### src/logic/i2c_status_pkg.sv
// constants for the two-wire status and data path block
// assumes an 8-bit register port and a single 50 MHz clock
package i2c_status_pkg;
  // register offsets on the plain register port
  localparam logic [2:0] OFF_STATUS = 3'h0;
  localparam logic [2:0] OFF_ADDRESS = 3'h1;
  localparam logic [2:0] OFF_TXBUF = 3'h2;
  localparam logic [2:0] OFF_RXBUF = 3'h3;
  localparam logic [2:0] OFF_MODE = 3'h4;
  // status flag positions
  localparam int BIT_TXEMPTY = 7;
  localparam int BIT_RXFULL = 5;
  localparam int BIT_ARBLOST = 2;
  localparam int BIT_AMATCH = 1;
  localparam int BIT_GCALL = 0;
  localparam logic [7:0] FLAG_MASK = 8'ha7;
  // own address register fields
  localparam int BIT_FORMAT = 0;
  // mode register fields
  localparam int BIT_MASTER = 0;
  localparam int BIT_TRANSMIT = 1;
  localparam int BIT_ORDER = 2;
  // reset values
  localparam logic [7:0] BUF_RESET = 8'hff;
  localparam logic [7:0] ADDRESS_RESET = 8'h00;
  localparam logic [7:0] MODE_RESET = 8'h00;
  localparam logic [7:0] FLAGS_RESET = 8'h00;
  // framing
  localparam logic [3:0] LAST_BIT = 4'h7;
  localparam logic [7:0] GENERAL_CALL = 8'h00;
  typedef enum logic [1:0] {LINK_IDLE, LINK_DATA, LINK_ACK} link_state_t;
endpackage

### src/logic/i2c_status_data_path.sv
// status flags, own address, and transmit/receive data path of a two-wire serial port
// assumes scl and sda arrive asynchronously; the serial clock is always made elsewhere
//
// Operation
// master transmit: data mismatch at clock rise flags loss
// master: start seen while driving high flags loss
// synchronous format: last bit while full flags overrun
// flags clear by reading one, writing zero
// slave receive: first frame matching address sets flag
// general call sets general-call and address flags
// general call only in two-wire slave receive
// upper seven address bits compared with first frame
// address bit zero selects two-wire or synchronous format
// transmit buffer eight bits, read/write, resets ones
// free shift register loads from transmit buffer
// byte written during shifting follows without gap
// bit order select reverses transmit buffer readback
// receive buffer resets ones, ignores writes
// completed byte copies into receive buffer
// shift register hidden from software
// load into shift register sets transmit-empty
// copy into receive buffer sets receive-full
// write one or unarmed zero leaves flag
// set event beats simultaneous clear
`timescale 1ns/1ps
`default_nettype none
module i2c_status_data_path (
  input wire logic sys_clk,
  input wire logic sys_rst,
  input wire logic [2:0] regAddr,
  input wire logic [7:0] regWdata,
  input wire logic regWr,
  input wire logic regRd,
  output logic [7:0] regRdata,
  input wire logic sclIn,
  input wire logic sdaIn,
  output logic sdaOut,
  output logic sdaOe,
  output logic transmitEmpty,
  output logic receiveFull
);

  ////////////////////////////////////////////////////////////////////////////
  typedef struct packed {
    logic sclS1;
    logic sclS2;
    logic sclPrev;
    logic sdaS1;
    logic sdaS2;
    logic sdaPrev;
    i2c_status_pkg::link_state_t link;
    logic [3:0] bitCnt;
    logic firstFrame;
    logic selected;
    logic [7:0] shiftRegister;
    logic shiftBusy;
    logic txPending;
    logic sdaLevel;
    logic [7:0] transmitBuffer;
    logic [7:0] receiveBuffer;
    logic [7:0] ownAddressAndFormat;
    logic [7:0] modeRegister;
    logic [7:0] busStatusFlags;
    logic [7:0] armed;
    logic [7:0] rdata;
  } state_t;

  state_t state_reg;
  state_t state_next;

  logic [7:0] setEv;
  logic [7:0] clrEv;
  logic loadEv;
  logic copyEv;
  logic frameDone;
  logic [7:0] newByte;

  function automatic logic [7:0] reverseBits(input logic [7:0] d);
    logic [7:0] r;
    r = '0;
    for (int i = 0; i < 8; i++) begin
      r[i] = d[7 - i];
    end
    return r;
  endfunction

  ////////////////////////////////////////////////////////////////////////////
  logic sclRise;
  logic sclFall;
  logic startSeen;
  logic stopSeen;
  logic fmtSync;
  logic isMaster;
  logic isTx;
  logic bitOrder;
  logic [7:0] flags;
  logic txWrite;

  assign sclRise = state_reg.sclS2 & ~state_reg.sclPrev;
  assign sclFall = ~state_reg.sclS2 & state_reg.sclPrev;
  assign startSeen = state_reg.sclS2 & state_reg.sclPrev & state_reg.sdaPrev & ~state_reg.sdaS2;
  assign stopSeen = state_reg.sclS2 & state_reg.sclPrev & ~state_reg.sdaPrev & state_reg.sdaS2;
  assign fmtSync = state_reg.ownAddressAndFormat[i2c_status_pkg::BIT_FORMAT];
  assign isMaster = state_reg.modeRegister[i2c_status_pkg::BIT_MASTER];
  assign isTx = state_reg.modeRegister[i2c_status_pkg::BIT_TRANSMIT];
  assign bitOrder = state_reg.modeRegister[i2c_status_pkg::BIT_ORDER];
  assign flags = state_reg.busStatusFlags;
  assign txWrite = regWr && (regAddr == i2c_status_pkg::OFF_TXBUF);

  ////////////////////////////////////////////////////////////////////////////
  always_comb begin
    state_next = state_reg;
    setEv = '0;
    clrEv = '0;
    loadEv = 1'b0;
    copyEv = 1'b0;
    frameDone = 1'b0;
    newByte = {state_reg.shiftRegister[6:0], state_reg.sdaS2};

    // first stage feeds only the second stage
    state_next.sclS1 = sclIn;
    state_next.sclS2 = state_reg.sclS1;
    state_next.sclPrev = state_reg.sclS2;
    state_next.sdaS1 = sdaIn;
    state_next.sdaS2 = state_reg.sdaS1;
    state_next.sdaPrev = state_reg.sdaS2;

    // register writes
    state_next.armed = '0;
    if (regWr) begin
      case (regAddr)
        i2c_status_pkg::OFF_STATUS: begin
          for (int i = 0; i < 8; i++) begin
            // only a zero after a read of one clears; ones are ignored
            if (i2c_status_pkg::FLAG_MASK[i] && !regWdata[i] && state_reg.armed[i]) begin
              clrEv[i] = 1'b1; // see
            end
          end
        end
        i2c_status_pkg::OFF_ADDRESS: state_next.ownAddressAndFormat = regWdata;
        i2c_status_pkg::OFF_TXBUF: begin
          state_next.transmitBuffer = bitOrder ? reverseBits(regWdata) : regWdata; // see
          state_next.txPending = 1'b1;
          clrEv[i2c_status_pkg::BIT_TXEMPTY] = 1'b1;
        end
        i2c_status_pkg::OFF_MODE: state_next.modeRegister = regWdata;
        default: ; // receive buffer is read only, see
      endcase
    end

    // register reads, data valid in the following cycle only
    state_next.rdata = '0;
    if (regRd) begin
      case (regAddr)
        i2c_status_pkg::OFF_STATUS: begin
          state_next.rdata = flags;
          state_next.armed = flags & i2c_status_pkg::FLAG_MASK;
        end
        i2c_status_pkg::OFF_ADDRESS: state_next.rdata = state_reg.ownAddressAndFormat;
        i2c_status_pkg::OFF_TXBUF: state_next.rdata = state_reg.transmitBuffer;
        i2c_status_pkg::OFF_RXBUF: begin
          state_next.rdata = state_reg.receiveBuffer;
          clrEv[i2c_status_pkg::BIT_RXFULL] = 1'b1;
        end
        i2c_status_pkg::OFF_MODE: state_next.rdata = state_reg.modeRegister;
        default: state_next.rdata = '0; // shift register has no address, see
      endcase
    end

    // loading never coincides with a shift edge
    if (isTx && state_reg.txPending && !state_reg.shiftBusy && !sclRise) begin
      loadEv = 1'b1; // see
      state_next.shiftRegister = state_reg.transmitBuffer;
      state_next.shiftBusy = 1'b1;
      // a byte written in the load cycle stays queued behind the one loaded
      state_next.txPending = txWrite;
      setEv[i2c_status_pkg::BIT_TXEMPTY] = 1'b1;
    end

    // serial link
    case (state_reg.link)
      i2c_status_pkg::LINK_IDLE: begin
        state_next.sdaLevel = 1'b1;
        state_next.bitCnt = '0;
        if (fmtSync) begin
          state_next.link = i2c_status_pkg::LINK_DATA;
        end
      end
      i2c_status_pkg::LINK_DATA: begin
        if (sclFall) begin
          state_next.sdaLevel = (isTx && state_reg.shiftBusy) ? state_reg.shiftRegister[7] : 1'b1;
        end
        if (sclRise) begin
          // arbitration applies to data bits only; the ack slot is the slave's
          if (!fmtSync && isMaster && isTx && state_reg.sdaLevel != state_reg.sdaS2) begin
            setEv[i2c_status_pkg::BIT_ARBLOST] = 1'b1;
          end
          state_next.shiftRegister = newByte;
          state_next.bitCnt = state_reg.bitCnt + 4'h1;
          if (state_reg.bitCnt == i2c_status_pkg::LAST_BIT) begin
            frameDone = 1'b1;
            state_next.bitCnt = '0;
            state_next.firstFrame = 1'b0;
            state_next.link = fmtSync ? i2c_status_pkg::LINK_DATA : i2c_status_pkg::LINK_ACK;
            if (isTx) begin
              state_next.shiftBusy = 1'b0;
            end else if (fmtSync && flags[i2c_status_pkg::BIT_RXFULL]) begin
              // overrun keeps the unread byte
              setEv[i2c_status_pkg::BIT_ARBLOST] = 1'b1;
            end else if (!fmtSync && !isMaster && state_reg.firstFrame) begin
              if (newByte == i2c_status_pkg::GENERAL_CALL) begin
                setEv[i2c_status_pkg::BIT_GCALL] = 1'b1; // see
                setEv[i2c_status_pkg::BIT_AMATCH] = 1'b1;
                state_next.selected = 1'b1;
                copyEv = 1'b1;
              end else if (newByte[7:1] == state_reg.ownAddressAndFormat[7:1]) begin
                setEv[i2c_status_pkg::BIT_AMATCH] = 1'b1; // see
                state_next.selected = 1'b1;
                copyEv = 1'b1;
              end
            end else if (fmtSync || isMaster || state_reg.selected) begin
              copyEv = 1'b1;
            end
          end
        end
      end
      i2c_status_pkg::LINK_ACK: begin
        if (sclFall) begin
          // acknowledge received bytes when addressed or mastering
          state_next.sdaLevel = !(!isTx && (isMaster || state_next.selected));
        end
        if (sclRise) begin
          state_next.link = i2c_status_pkg::LINK_DATA;
        end
      end
      default: state_next.link = i2c_status_pkg::LINK_IDLE;
    endcase

    if (copyEv) begin
      state_next.receiveBuffer = newByte;
      setEv[i2c_status_pkg::BIT_RXFULL] = 1'b1;
    end

    // start and stop override the bit engine in two-wire format
    if (!fmtSync && startSeen) begin
      if (isMaster && state_reg.sdaLevel) begin
        setEv[i2c_status_pkg::BIT_ARBLOST] = 1'b1;
      end
      state_next.link = i2c_status_pkg::LINK_DATA;
      state_next.bitCnt = '0;
      state_next.firstFrame = 1'b1;
      state_next.selected = 1'b0;
    end else if (!fmtSync && stopSeen) begin
      state_next.link = i2c_status_pkg::LINK_IDLE;
      state_next.selected = 1'b0;
    end
    if (!fmtSync && state_reg.link == i2c_status_pkg::LINK_DATA && state_reg.firstFrame && isMaster) begin
      state_next.selected = 1'b0;
    end

    // set wins over clear
    state_next.busStatusFlags = (flags & ~clrEv) | setEv;
  end

  ////////////////////////////////////////////////////////////////////////////
  always_ff @(posedge sys_clk) begin
    if (sys_rst) begin
      state_reg <= '0;
      state_reg.sclS1 <= 1'b1;
      state_reg.sclS2 <= 1'b1;
      state_reg.sclPrev <= 1'b1;
      state_reg.sdaS1 <= 1'b1;
      state_reg.sdaS2 <= 1'b1;
      state_reg.sdaPrev <= 1'b1;
      state_reg.sdaLevel <= 1'b1;
      state_reg.link <= i2c_status_pkg::LINK_IDLE;
      state_reg.transmitBuffer <= i2c_status_pkg::BUF_RESET;
      state_reg.receiveBuffer <= i2c_status_pkg::BUF_RESET;
      state_reg.ownAddressAndFormat <= i2c_status_pkg::ADDRESS_RESET;
      state_reg.modeRegister <= i2c_status_pkg::MODE_RESET;
      state_reg.busStatusFlags <= i2c_status_pkg::FLAGS_RESET;
    end else begin
      state_reg <= state_next;
    end
  end

  assign regRdata = state_reg.rdata;
  assign sdaOut = 1'b0;
  assign sdaOe = ~state_reg.sdaLevel;
  assign transmitEmpty = flags[i2c_status_pkg::BIT_TXEMPTY];
  assign receiveFull = flags[i2c_status_pkg::BIT_RXFULL];

  ////////////////////////////////////////////////////////////////////////////
  a_arb_data_mismatch: assert property (
    @(posedge sys_clk) disable iff (sys_rst)
    (!fmtSync && isMaster && isTx && state_reg.link == i2c_status_pkg::LINK_DATA && sclRise
     && state_reg.sdaLevel != state_reg.sdaS2) |=> flags[i2c_status_pkg::BIT_ARBLOST])
    else $error("data mismatch did not flag arbitration loss");

  a_arb_start_high: assert property (
    @(posedge sys_clk) disable iff (sys_rst)
    (!fmtSync && isMaster && startSeen && state_reg.sdaLevel) |=> flags[i2c_status_pkg::BIT_ARBLOST])
    else $error("start while released did not flag arbitration loss");

  a_overrun_keeps_byte: assert property (
    @(posedge sys_clk) disable iff (sys_rst)
    (fmtSync && !isTx && frameDone && flags[i2c_status_pkg::BIT_RXFULL])
    |=> flags[i2c_status_pkg::BIT_ARBLOST] && $stable(state_reg.receiveBuffer))
    else $error("overrun not flagged or buffer overwritten");

  a_flag_holds_set: assert property ( // see
    @(posedge sys_clk) disable iff (sys_rst)
    (flags[i2c_status_pkg::BIT_ARBLOST] && !(regWr && regAddr == i2c_status_pkg::OFF_STATUS
     && !regWdata[i2c_status_pkg::BIT_ARBLOST] && state_reg.armed[i2c_status_pkg::BIT_ARBLOST]))
    |=> flags[i2c_status_pkg::BIT_ARBLOST])
    else $error("flag cleared without read-one write-zero");

  a_flag_set_wins: assert property (
    @(posedge sys_clk) disable iff (sys_rst)
    (setEv[i2c_status_pkg::BIT_TXEMPTY] && clrEv[i2c_status_pkg::BIT_TXEMPTY])
    |=> transmitEmpty)
    else $error("clear beat a simultaneous set");

  a_address_match: assert property ( // see
    @(posedge sys_clk) disable iff (sys_rst)
    (!fmtSync && !isMaster && !isTx && state_reg.firstFrame && frameDone
     && newByte[7:1] == state_reg.ownAddressAndFormat[7:1])
    |=> flags[i2c_status_pkg::BIT_AMATCH] ##1 flags[i2c_status_pkg::BIT_RXFULL])
    else $error("own address not recognised");

  a_general_call: assert property ( // see
    @(posedge sys_clk) disable iff (sys_rst)
    (setEv[i2c_status_pkg::BIT_GCALL]) |-> (!fmtSync && !isMaster && !isTx)
    ##1 (flags[i2c_status_pkg::BIT_GCALL] && flags[i2c_status_pkg::BIT_AMATCH]))
    else $error("general call flags wrong");

  a_tx_readback: assert property (
    @(posedge sys_clk) disable iff (sys_rst)
    (regWr && regAddr == i2c_status_pkg::OFF_TXBUF && bitOrder)
    |=> state_reg.transmitBuffer == reverseBits($past(regWdata)))
    else $error("transmit buffer not bit reversed");

  a_rx_write_ignored: assert property (
    @(posedge sys_clk) disable iff (sys_rst)
    (regWr && regAddr == i2c_status_pkg::OFF_RXBUF && !copyEv) |=> $stable(state_reg.receiveBuffer))
    else $error("write changed receive buffer");

  a_tx_back_to_back: assert property ( // see see
    @(posedge sys_clk) disable iff (sys_rst)
    (isTx && state_reg.txPending && !state_reg.shiftBusy && !sclRise)
    |=> state_reg.shiftBusy && state_reg.txPending == $past(txWrite) && transmitEmpty
        && state_reg.shiftRegister == $past(state_reg.transmitBuffer))
    else $error("pending byte not loaded into shift register");

  a_rx_copy: assert property ( // see
    @(posedge sys_clk) disable iff (sys_rst)
    (copyEv) |=> receiveFull && state_reg.receiveBuffer == $past(newByte))
    else $error("received byte not copied");

  a_address_miss: assert property ( // see
    @(posedge sys_clk) disable iff (sys_rst)
    (!fmtSync && !isMaster && !isTx && state_reg.firstFrame && frameDone && !flags[i2c_status_pkg::BIT_AMATCH]
     && newByte != i2c_status_pkg::GENERAL_CALL && newByte[7:1] != state_reg.ownAddressAndFormat[7:1])
    |=> !flags[i2c_status_pkg::BIT_AMATCH])
    else $error("foreign address recognised");

  a_tx_queued: assert property ( // see
    @(posedge sys_clk) disable iff (sys_rst)
    (txWrite && !bitOrder) |=> state_reg.txPending && state_reg.transmitBuffer == $past(regWdata))
    else $error("written byte not queued");

endmodule
`default_nettype wire

### config.mk
export PLATFORM = sky130hd
export DESIGN_NAME = i2c_status_data_path
export DESIGN_NICKNAME = d
export VERILOG_FILES = /design/src/logic/i2c_status_pkg.sv /design/src/logic/i2c_status_data_path.sv
export SDC_FILE = /design/constraint.sdc
export NUM_CORES = 1
export LEC_CHECK = 0
export BUFFER_PORTS_ARGS = -buffer_cell sky130_fd_sc_hd__buf_2
export CORE_ASPECT_RATIO = 0.5
export CORE_MARGIN = 2
export CORE_UTILIZATION = 45
export DETAILED_ROUTE_END_ITERATION = 16
export GPL_ROUTABILITY_DRIVEN = 0
export PLACE_DENSITY = 0.73
export SLEW_MARGIN = 20
export SYNTH_ARGS = -nofsm -noshare
export SYNTH_HDL_FRONTEND = slang
export SYNTH_SLANG_ARGS = --single-unit
### constraint.sdc
create_clock -name sys_clk -period 2.1 [get_ports sys_clk]
set_input_delay 0.105 -clock sys_clk [delete_from_list [all_inputs] [get_ports sys_clk]]
set_output_delay 0.105 -clock sys_clk [all_outputs]
set_load 0.005 [all_outputs]
; Word-level counts from Yosys, hierarchy flattened
; Index checks and enable logic that the tools add are counted.
[word_totals]
inputBits = 17
ff_bits = 78
[op_classes]
n_mux = 62
eq_ne = 19
bitwise = 19
n_reduce_logical = 63
add_sub_neg = 1
[op_table]
columns = cell, n
row1 = 2-to-1 mux 1 bit, 41
row2 = case mux 8 bit (5 select lines), 1
row3 = logical AND 1 bit, 23
row4 = 2-to-1 mux 3 bit, 6
row5 = 2-to-1 mux 17 bit, 1
row6 = 2-to-1 mux 8 bit, 2
row7 = != test 4 bit (second input constant), 4
row8 = nonzero test 2 bit, 7
row9 = != test 2 bit (second input constant), 6
row10 = zero test 1 bit, 11
row11 = 2-to-1 mux 11 bit, 1
row12 = 2-to-1 mux 10 bit, 1
row13 = 2-to-1 mux 2 bit, 5
row14 = AND reduction 2 bit, 5
row15 = NOT 1 bit, 9
row16 = AND 8 bit, 1
row17 = zero test 8 bit, 1
row18 = NOT 8 bit, 1
row19 = OR 8 bit, 1
row20 = case mux 4 bit (2 select lines), 1
row21 = AND reduction 4 bit, 2
row22 = AND 1 bit, 7
row23 = == test 7 bit, 1
row24 = AND reduction 7 bit, 1
row25 = 19 further kinds, 25

; Depth between registers and ports, before layout
; Gate-level depths: netlist (run 1).
[logic_depth]
ltp_word = 13
mapped_depth = 8
depth_no_buf = 7

; Least setup slack after synthesis (run 1)
; Ideal clock, no wire load.
[synth_timing]
path_type = register to register
startpoint = register state_reg[74] (netlist bit)
endpoint = register state_reg[40] (netlist bit)
t_arrival_ps = 1836
setup_slack_ps = 192
n_path_buf = 1
path_stages_with_launch = 9
required_time_ps = 2028
synth_period_minus_slack_ps = 1908
cell_sequence = dfxtp_1 -> inv_1 -> ha_1 -> and3b_1 -> buf_4 -> nand2_1 -> a2111oi_2 -> a311oi_4 -> mux2i_1
[synth_via]
elab_chain_len = 2
[synth_lines]
columns = item, line
row1 = "start, declared", i2c_status_data_path.sv:68  ; state_t state_reg;
row2 = "start signal, assigned", i2c_status_data_path.sv:283  ; state_reg <= state_next;
row3 = == test 2 x 1 -> 1 bit, i2c_status_data_path.sv:181  ; case (state_reg.link)
row4 = 2-to-1 mux 1 bit, i2c_status_data_path.sv:181
; No other way between the ends.
; A chain may end at the register's enable or synchronous reset.

; Worst setup path in the final report (run 1)
[layout_timing]
startpoint = register state_reg[69] (netlist bit)
endpoint = register state_reg[47] (netlist bit)
[layout_via]
elab_chain_len = 4
[layout_lines]
columns = item, line
row1 = == test 4 x 3 -> 1 bit, i2c_status_data_path.sv:200  ; if (state_reg.bitCnt == i2c_status_pkg::LAST_BIT) begin
row2 = 2-to-1 mux 1 bit, i2c_status_data_path.sv:200
row3 = 2-to-1 mux 1 bit, i2c_status_data_path.sv:193  ; if (sclRise) begin
row4 = 2-to-1 mux 1 bit, i2c_status_data_path.sv:181
; No other way between the ends.

==> reports/results.ini, run 1 <==
[status]
run_status=completed

[power]
leakagePower_nw=1.69
p_per_area_nw_per_um2=840
ir_drop_uv=506

[cts]
cts.htree.levels=3
clock-sinks=75
root_buffer=clkbuf_16
post_cts_buffers=0
cts_tree=done
clk_pin_slew_ns=0.06
clock_latency_ns=0.34
cts_made_buffers=9
cts.path.max_buffers=2

[synth]
ys_seq_area_share_pct=41.5
yosys.area.top_type=dfxtp_1
ys.warnings.count=0
syn_area_um2=3620
synth_area_leaders=dfxtp_1 41%, mux2i_1 9.1%, nor2_1 6.3%
synth.area.mux_share_pct=12.9
ys_types=52
avgSynthCellArea_um2=8.98
synth_fa_ha_area_share_pct=2.07
synthCells=403
ys_top_cells_by_count=75 x dfxtp_1, 61 x nor2_1, 33 x mux2i_1, 31 x a21oi_1, 26 x nand2_1
synth_most_common_cell=dfxtp_1
yosys.area_share.simple_pct=21.3
synth_compound_area_share_pct=14.1
syn_nets=426
synth_top_family_by_area=simple AND/OR/NAND/NOR gates
synth_top_flop_cell=dfxtp_1
synth_top_area_share_pct=41.5
synth_xor_area_share_pct=2.18
synth_edf_count=0
ys_ff_latch=75
async_flop_share_pct=0

[global_routing]
gr-total-overflow=0
grt_pass1_vias=2749
grt_max_degree=37
grt_pass1_wl_um=13700
grt_use_total_pct=20.7
antenna_found_initial=0

[layout]
largest_register_ffs=47
fin_nets=452
utilization_pct=53.7
diodes=0
synthToLayoutAreaGrowth_pct=17.4
final_cells=546
drive_gt1_share_pct=19.6

[worst_setup_path]
rr_startpoint=state_reg[69]
worst_ep_required_time_ns=2.32
endpoint_kind=flop
worstRegToRegCells=7
cp-start-kind=flop
path_class=flop to flop
crit_arrival_ns=2.10
crit_fanout=8
startpoint=state_reg[69]

[sta]
tns_ns=0
rsz0062_at_grt=no
final_max_slew_viol_count=0
fin_crit_ns=1.88
slew_headroom_pct=55.6
tightest_slew_ns=0.657
worst_clock_skew_ns=0.00564
fmax_mhz=533
finalSetupViolations=0
period_share_pct=89.3
hold_viol_final=0

[place]
port_buffers=27
dpl.hpwl_um=6080
dpl.cell_count=528

[worst_hold_path]
min_path_type=primary input to flop
min_path_cells=3
hold_start=regWdata[3]

[job]
max_cap_violations=0

[routing]
vias=2938
avgRoutedWirePerCell_um=15.7
viasPerCell=5.38
dr.first_iter.drc_count=228
firstDrtPassIters=4
ant_nets=0
drc=0
routed_wirelength_um=8580

[floorplan]
io-pin-count=29
coreArea_um2=7910
die_y_um=67.4
initial_utilization_pct=45.7
core.rowCount=23
chipWidth_um=131
die-area_um2=8820

[final cells by class]
class / count / area, um2
multi-input cells: 285 / 1920
clock buffers: 10 / 239
inverters: 9 / 33.8
flip-flops and latches: 75 / 1500
fillers: 696 / 3660
well taps: 112 / 140
clock inverters: 6 / 113
repair buffers: 49 / 305
[metal layers]
| layer | wire, um | part of all wire, % | vias up | GRT usage, % |
|---|---|---|---|---|
| met1 | 3970 | 46 | 1391 | 26.2 |
| li1 | - | - | 1465 | - |
| met2 | 3970 | 46 | 68 | 34.0 |
| met3 | 475 | 5.5 | 14 | 6.97 |
| met5 | 0 | 0 | - | 0 |
| met4 | 158 | 1.8 | 0 | 6.12 |
[what timing repair did]
action                                  4_1_cts  5_1_grt
endpoints found under the hold margin         2        0
resized for setup                             0        1
hold buffers                                  2        0
endpoints found under the setup margin        0        4
[critical path: stages (launching register included)]
cell and delay, ns:
dfxtp_1 0.37, ha_1 0.22, and3b_1 0.20, nand2_1 0.14, a2111oi_4 0.43, a311oi_4 0.07
buf_4 0.20, mux2i_1 0.13
[logic make-up (layout without fill, tap and decap cells)]
| family | Yosys count | in the layout |
|---|---|---|
| other | 1 | 1 |
| AOI/OAI and AO/OA | 77 | 77 |
| DFF | 75 | 75 |
| adders and majority gates | 6 | 6 |
| xor gates and xnor gates | 9 | 9 |
| buffers and inverters | 43 | 74 |
| muxes | 41 | 41 |
| and+or+nand+nor | 151 | 151 |
[path summary, 6_finish.rpt]
kind / to / slack, ns
min: state_reg[35] / 0.05
max reg2reg: state_reg[47] / 0.22
max: state_reg[47] / 0.22
min reg2reg: newByte[0] / 0.41
[placed cells by master (no fill, tap or decap), drive strengths merged, types with 9 or more instances in the layout]
cell type	instances
dfxtp	75
nor2	62
buf	47
mux2i	33
a21oi	31
nand2	26
o21ai	11
clkbuf	10
inv	9
nand3	9
a211oi	9
nand3b	9
[through the flow]
step / power [mW] / hold WS (ns) / worst slack, ns / cell area (um2)
after floorplan: 1.71 / 0.209 / 0.192 / 3620
after global placement: 1.80 / 0.287 / 0.213 / 3860
after detailed placement: 1.80 / 0.291 / 0.144 / 3860
after CTS: 3.59 / 0.0376 / 0.117 / 4240
after global routing: 3.69 / 0.0434 / 0.0999 / 4250
final: 3.57 / 0.0453 / 0.224 / 4250
[where the power goes]
part / switching, mW / internal, mW
clock network: 0.597 / 1.19
logic: 0.166 / 0.127
registers: 0.0300 / 1.45
total: 0.793 / 2.78
No activity file was read; power rests on OpenSTA's default activity.
==> inputs of run 2 (changes only) <==
Settings changed: ABC_AREA set to 1, CORE_MARGIN 2 to 5.
==> reports/results.ini, run 2 <==
[status]
run_status=completed

[synth]
ys_types=36
async_flop_share_pct=0
yosys.area.top_type=dfxtp_1
ys_seq_area_share_pct=42.4
ys_top_cells_by_count=81 x nand2_1, 75 x dfxtp_1, 72 x inv_1, 43 x o21ai_0, 36 x a21oi_1
synth_most_common_cell=nand2_1
ys.warnings.count=0
syn_area_um2=3540
synth_area_leaders=dfxtp_1 42%, nand2_1 8.6%, inv_1 7.6%
synth_top_flop_cell=dfxtp_1
synth_edf_count=0
synth_top_area_share_pct=42.4
ys_ff_latch=75
syn_nets=498
synthCells=475
avgSynthCellArea_um2=7.46

[routing]
avgRoutedWirePerCell_um=15.2
firstDrtPassIters=6
routed_wirelength_um=9260
dr.first_iter.drc_count=380
drc=0
vias=3288
viasPerCell=5.39
ant_nets=0

[layout]
fin_nets=520
final_cells=610
fill_cells=726
drive_gt1_share_pct=13.3
layout_commonest_cell=nand2_1
synthToLayoutAreaGrowth_pct=13.1
final_cell_area_um2=4010
largest_register_ffs=47
utilization_pct=53.5
diodes=0
final_cell_mix=81 x nand2_1, 75 x dfxtp_1, 72 x inv_1

[cts]
post_cts_buffers=0
cts_tree=done
cts_made_buffers=9
cts.htree.levels=3
clk_pin_slew_ns=0.06
cts.path.max_buffers=2
clock-sinks=75
root_buffer=clkbuf_16
clock_latency_ns=0.33

[floorplan]
die-area_um2=9850
chipWidth_um=135
coreArea_um2=7490
core.rowCount=22
die_y_um=72.7
initial_utilization_pct=47.3
io-pin-count=29

[worst_setup_path]
path_class=flop to flop
worst_ep_required_time_ns=2.37
crit_fanout=12
endpoint_kind=flop
worstPathCellList=inv_1, ha_2, nand3_4, nor2_8, nand2_2, nor2_2, nand2_2, nand3_2, nand2_1, nand3_1
crit_top_cell=nand2_2
cp-start-kind=flop
crit_arrival_ns=2.15
slowest_delay_ns=0.33
critPathSlowestCell=dfxtp_1

[sta]
tightest_slew_ns=0.603
tns_ns=0
setup_ws_ns=0.222
final_max_slew_viol_count=0
hold_viol_final=0
period_share_pct=89.4
rsz0062_at_grt=no
slew_headroom_pct=59.8
fmax_mhz=533
finalSetupViolations=0
fin_crit_ns=1.88
worst_clock_skew_ns=0.00651

[power]
ir_drop_uv=502
p_switching_mw=0.947
pwr-share-seq_pct=44.8
sw_frac_of_total_pct=27.7
clockPowerShare_pct=39.6
p_per_area_nw_per_um2=853
internal-power_mw=2.47
leakagePower_nw=1.84
combPwrFrac_pct=15.6

[place]
postPlaceCellArea_um2=3710
port_buffers=27
post-place-ws_ns=0.0753
dpl.hpwl_um=6730
dpl.cell_count=592

[global_routing]
grt_pass1_vias=2972
grt_use_total_pct=19.2
grt_pass1_wl_um=14800
antenna_found_initial=0
gr-total-overflow=0
grt_max_degree=37

[job]
max_cap_violations=0

[worst_hold_path]
min_path_type=primary input to flop

-- run 2: worst max-delay path: cells and delay by family (launching register included) --
kind / cells / cell delay (ns)
fa+ha+maj: 1 / 0.29
flops: 1 / 0.33
buf+inv: 1 / 0.12
simple gates: 8 / 1.08
-- run 2: cells by family after synthesis --
family | count (synthesis) | share of synthesized area (%)
AOI/OAI and AO/OA | 120 | 19.7
adders and majority gates | 6 | 2.12
other | 1 | 0.106
and+or+nand+nor | 174 | 23.4
buffers and inverters | 97 | 11.8
DFF | 75 | 42.4
xor gates and xnor gates | 2 | 0.495
-- run 2: worst paths after layout --
path / start / end / slack, ns / depth (start not counted)
max: state_reg[74] / state_reg[45] / 0.22 / 10
min: regWdata[5] / state_reg[53] / 0.08 / 3
max reg2reg: state_reg[74] / state_reg[45] / 0.22 / 10
min reg2reg: state_next[79] / state_next[78] / 0.41 / 1
-- run 2: timing repair --
action                     in CTS  in global routing
hold endpoints to repair        2                  0
hold buffers                    2                  0
setup endpoints to repair       0                  8
resized for setup               0                  2
-- run 2: through the flow --
step                hold WS [ns]  total power [mW]
global route              0.0861              3.58
global placement           0.286              2.06
detailed placement         0.292              2.07
floorplan                  0.209              1.93
CTS                       0.0713              3.44
finish                    0.0780              3.42
-- run 2: final cells by class --
class	instances	area, um2	share of cell area, %
Multi-Input combinational cell	303	1630	40.8
Sequential cell	75	1500	37.5
Inverter	73	274	6.84
Clock buffer	11	233	5.81
Timing Repair Buffer	35	200	5.00
Tap cell	108	135	3.37
Clock inverter	5	30.0	0.749
-- run 2: routing by layer --
layer  up-vias  GRT usage, %  wire length (um)
met4         0          5.36                93
met3         8          6.20               714
li1       1616             -                 -
met1      1527          24.5              4170
met2       137          31.4              4280
met5         -             0                 0
-- run 2: power groups by stage --
stage | logic (mW) | clock network (mW) | registers (mW)
floorplan | 0.384 | 0 | 1.55
global placement | 0.507 | 0 | 1.56
detailed placement | 0.512 | 0 | 1.56
CTS | 0.523 | 1.38 | 1.53
global route | 0.601 | 1.44 | 1.54
finish | 0.533 | 1.35 | 1.53
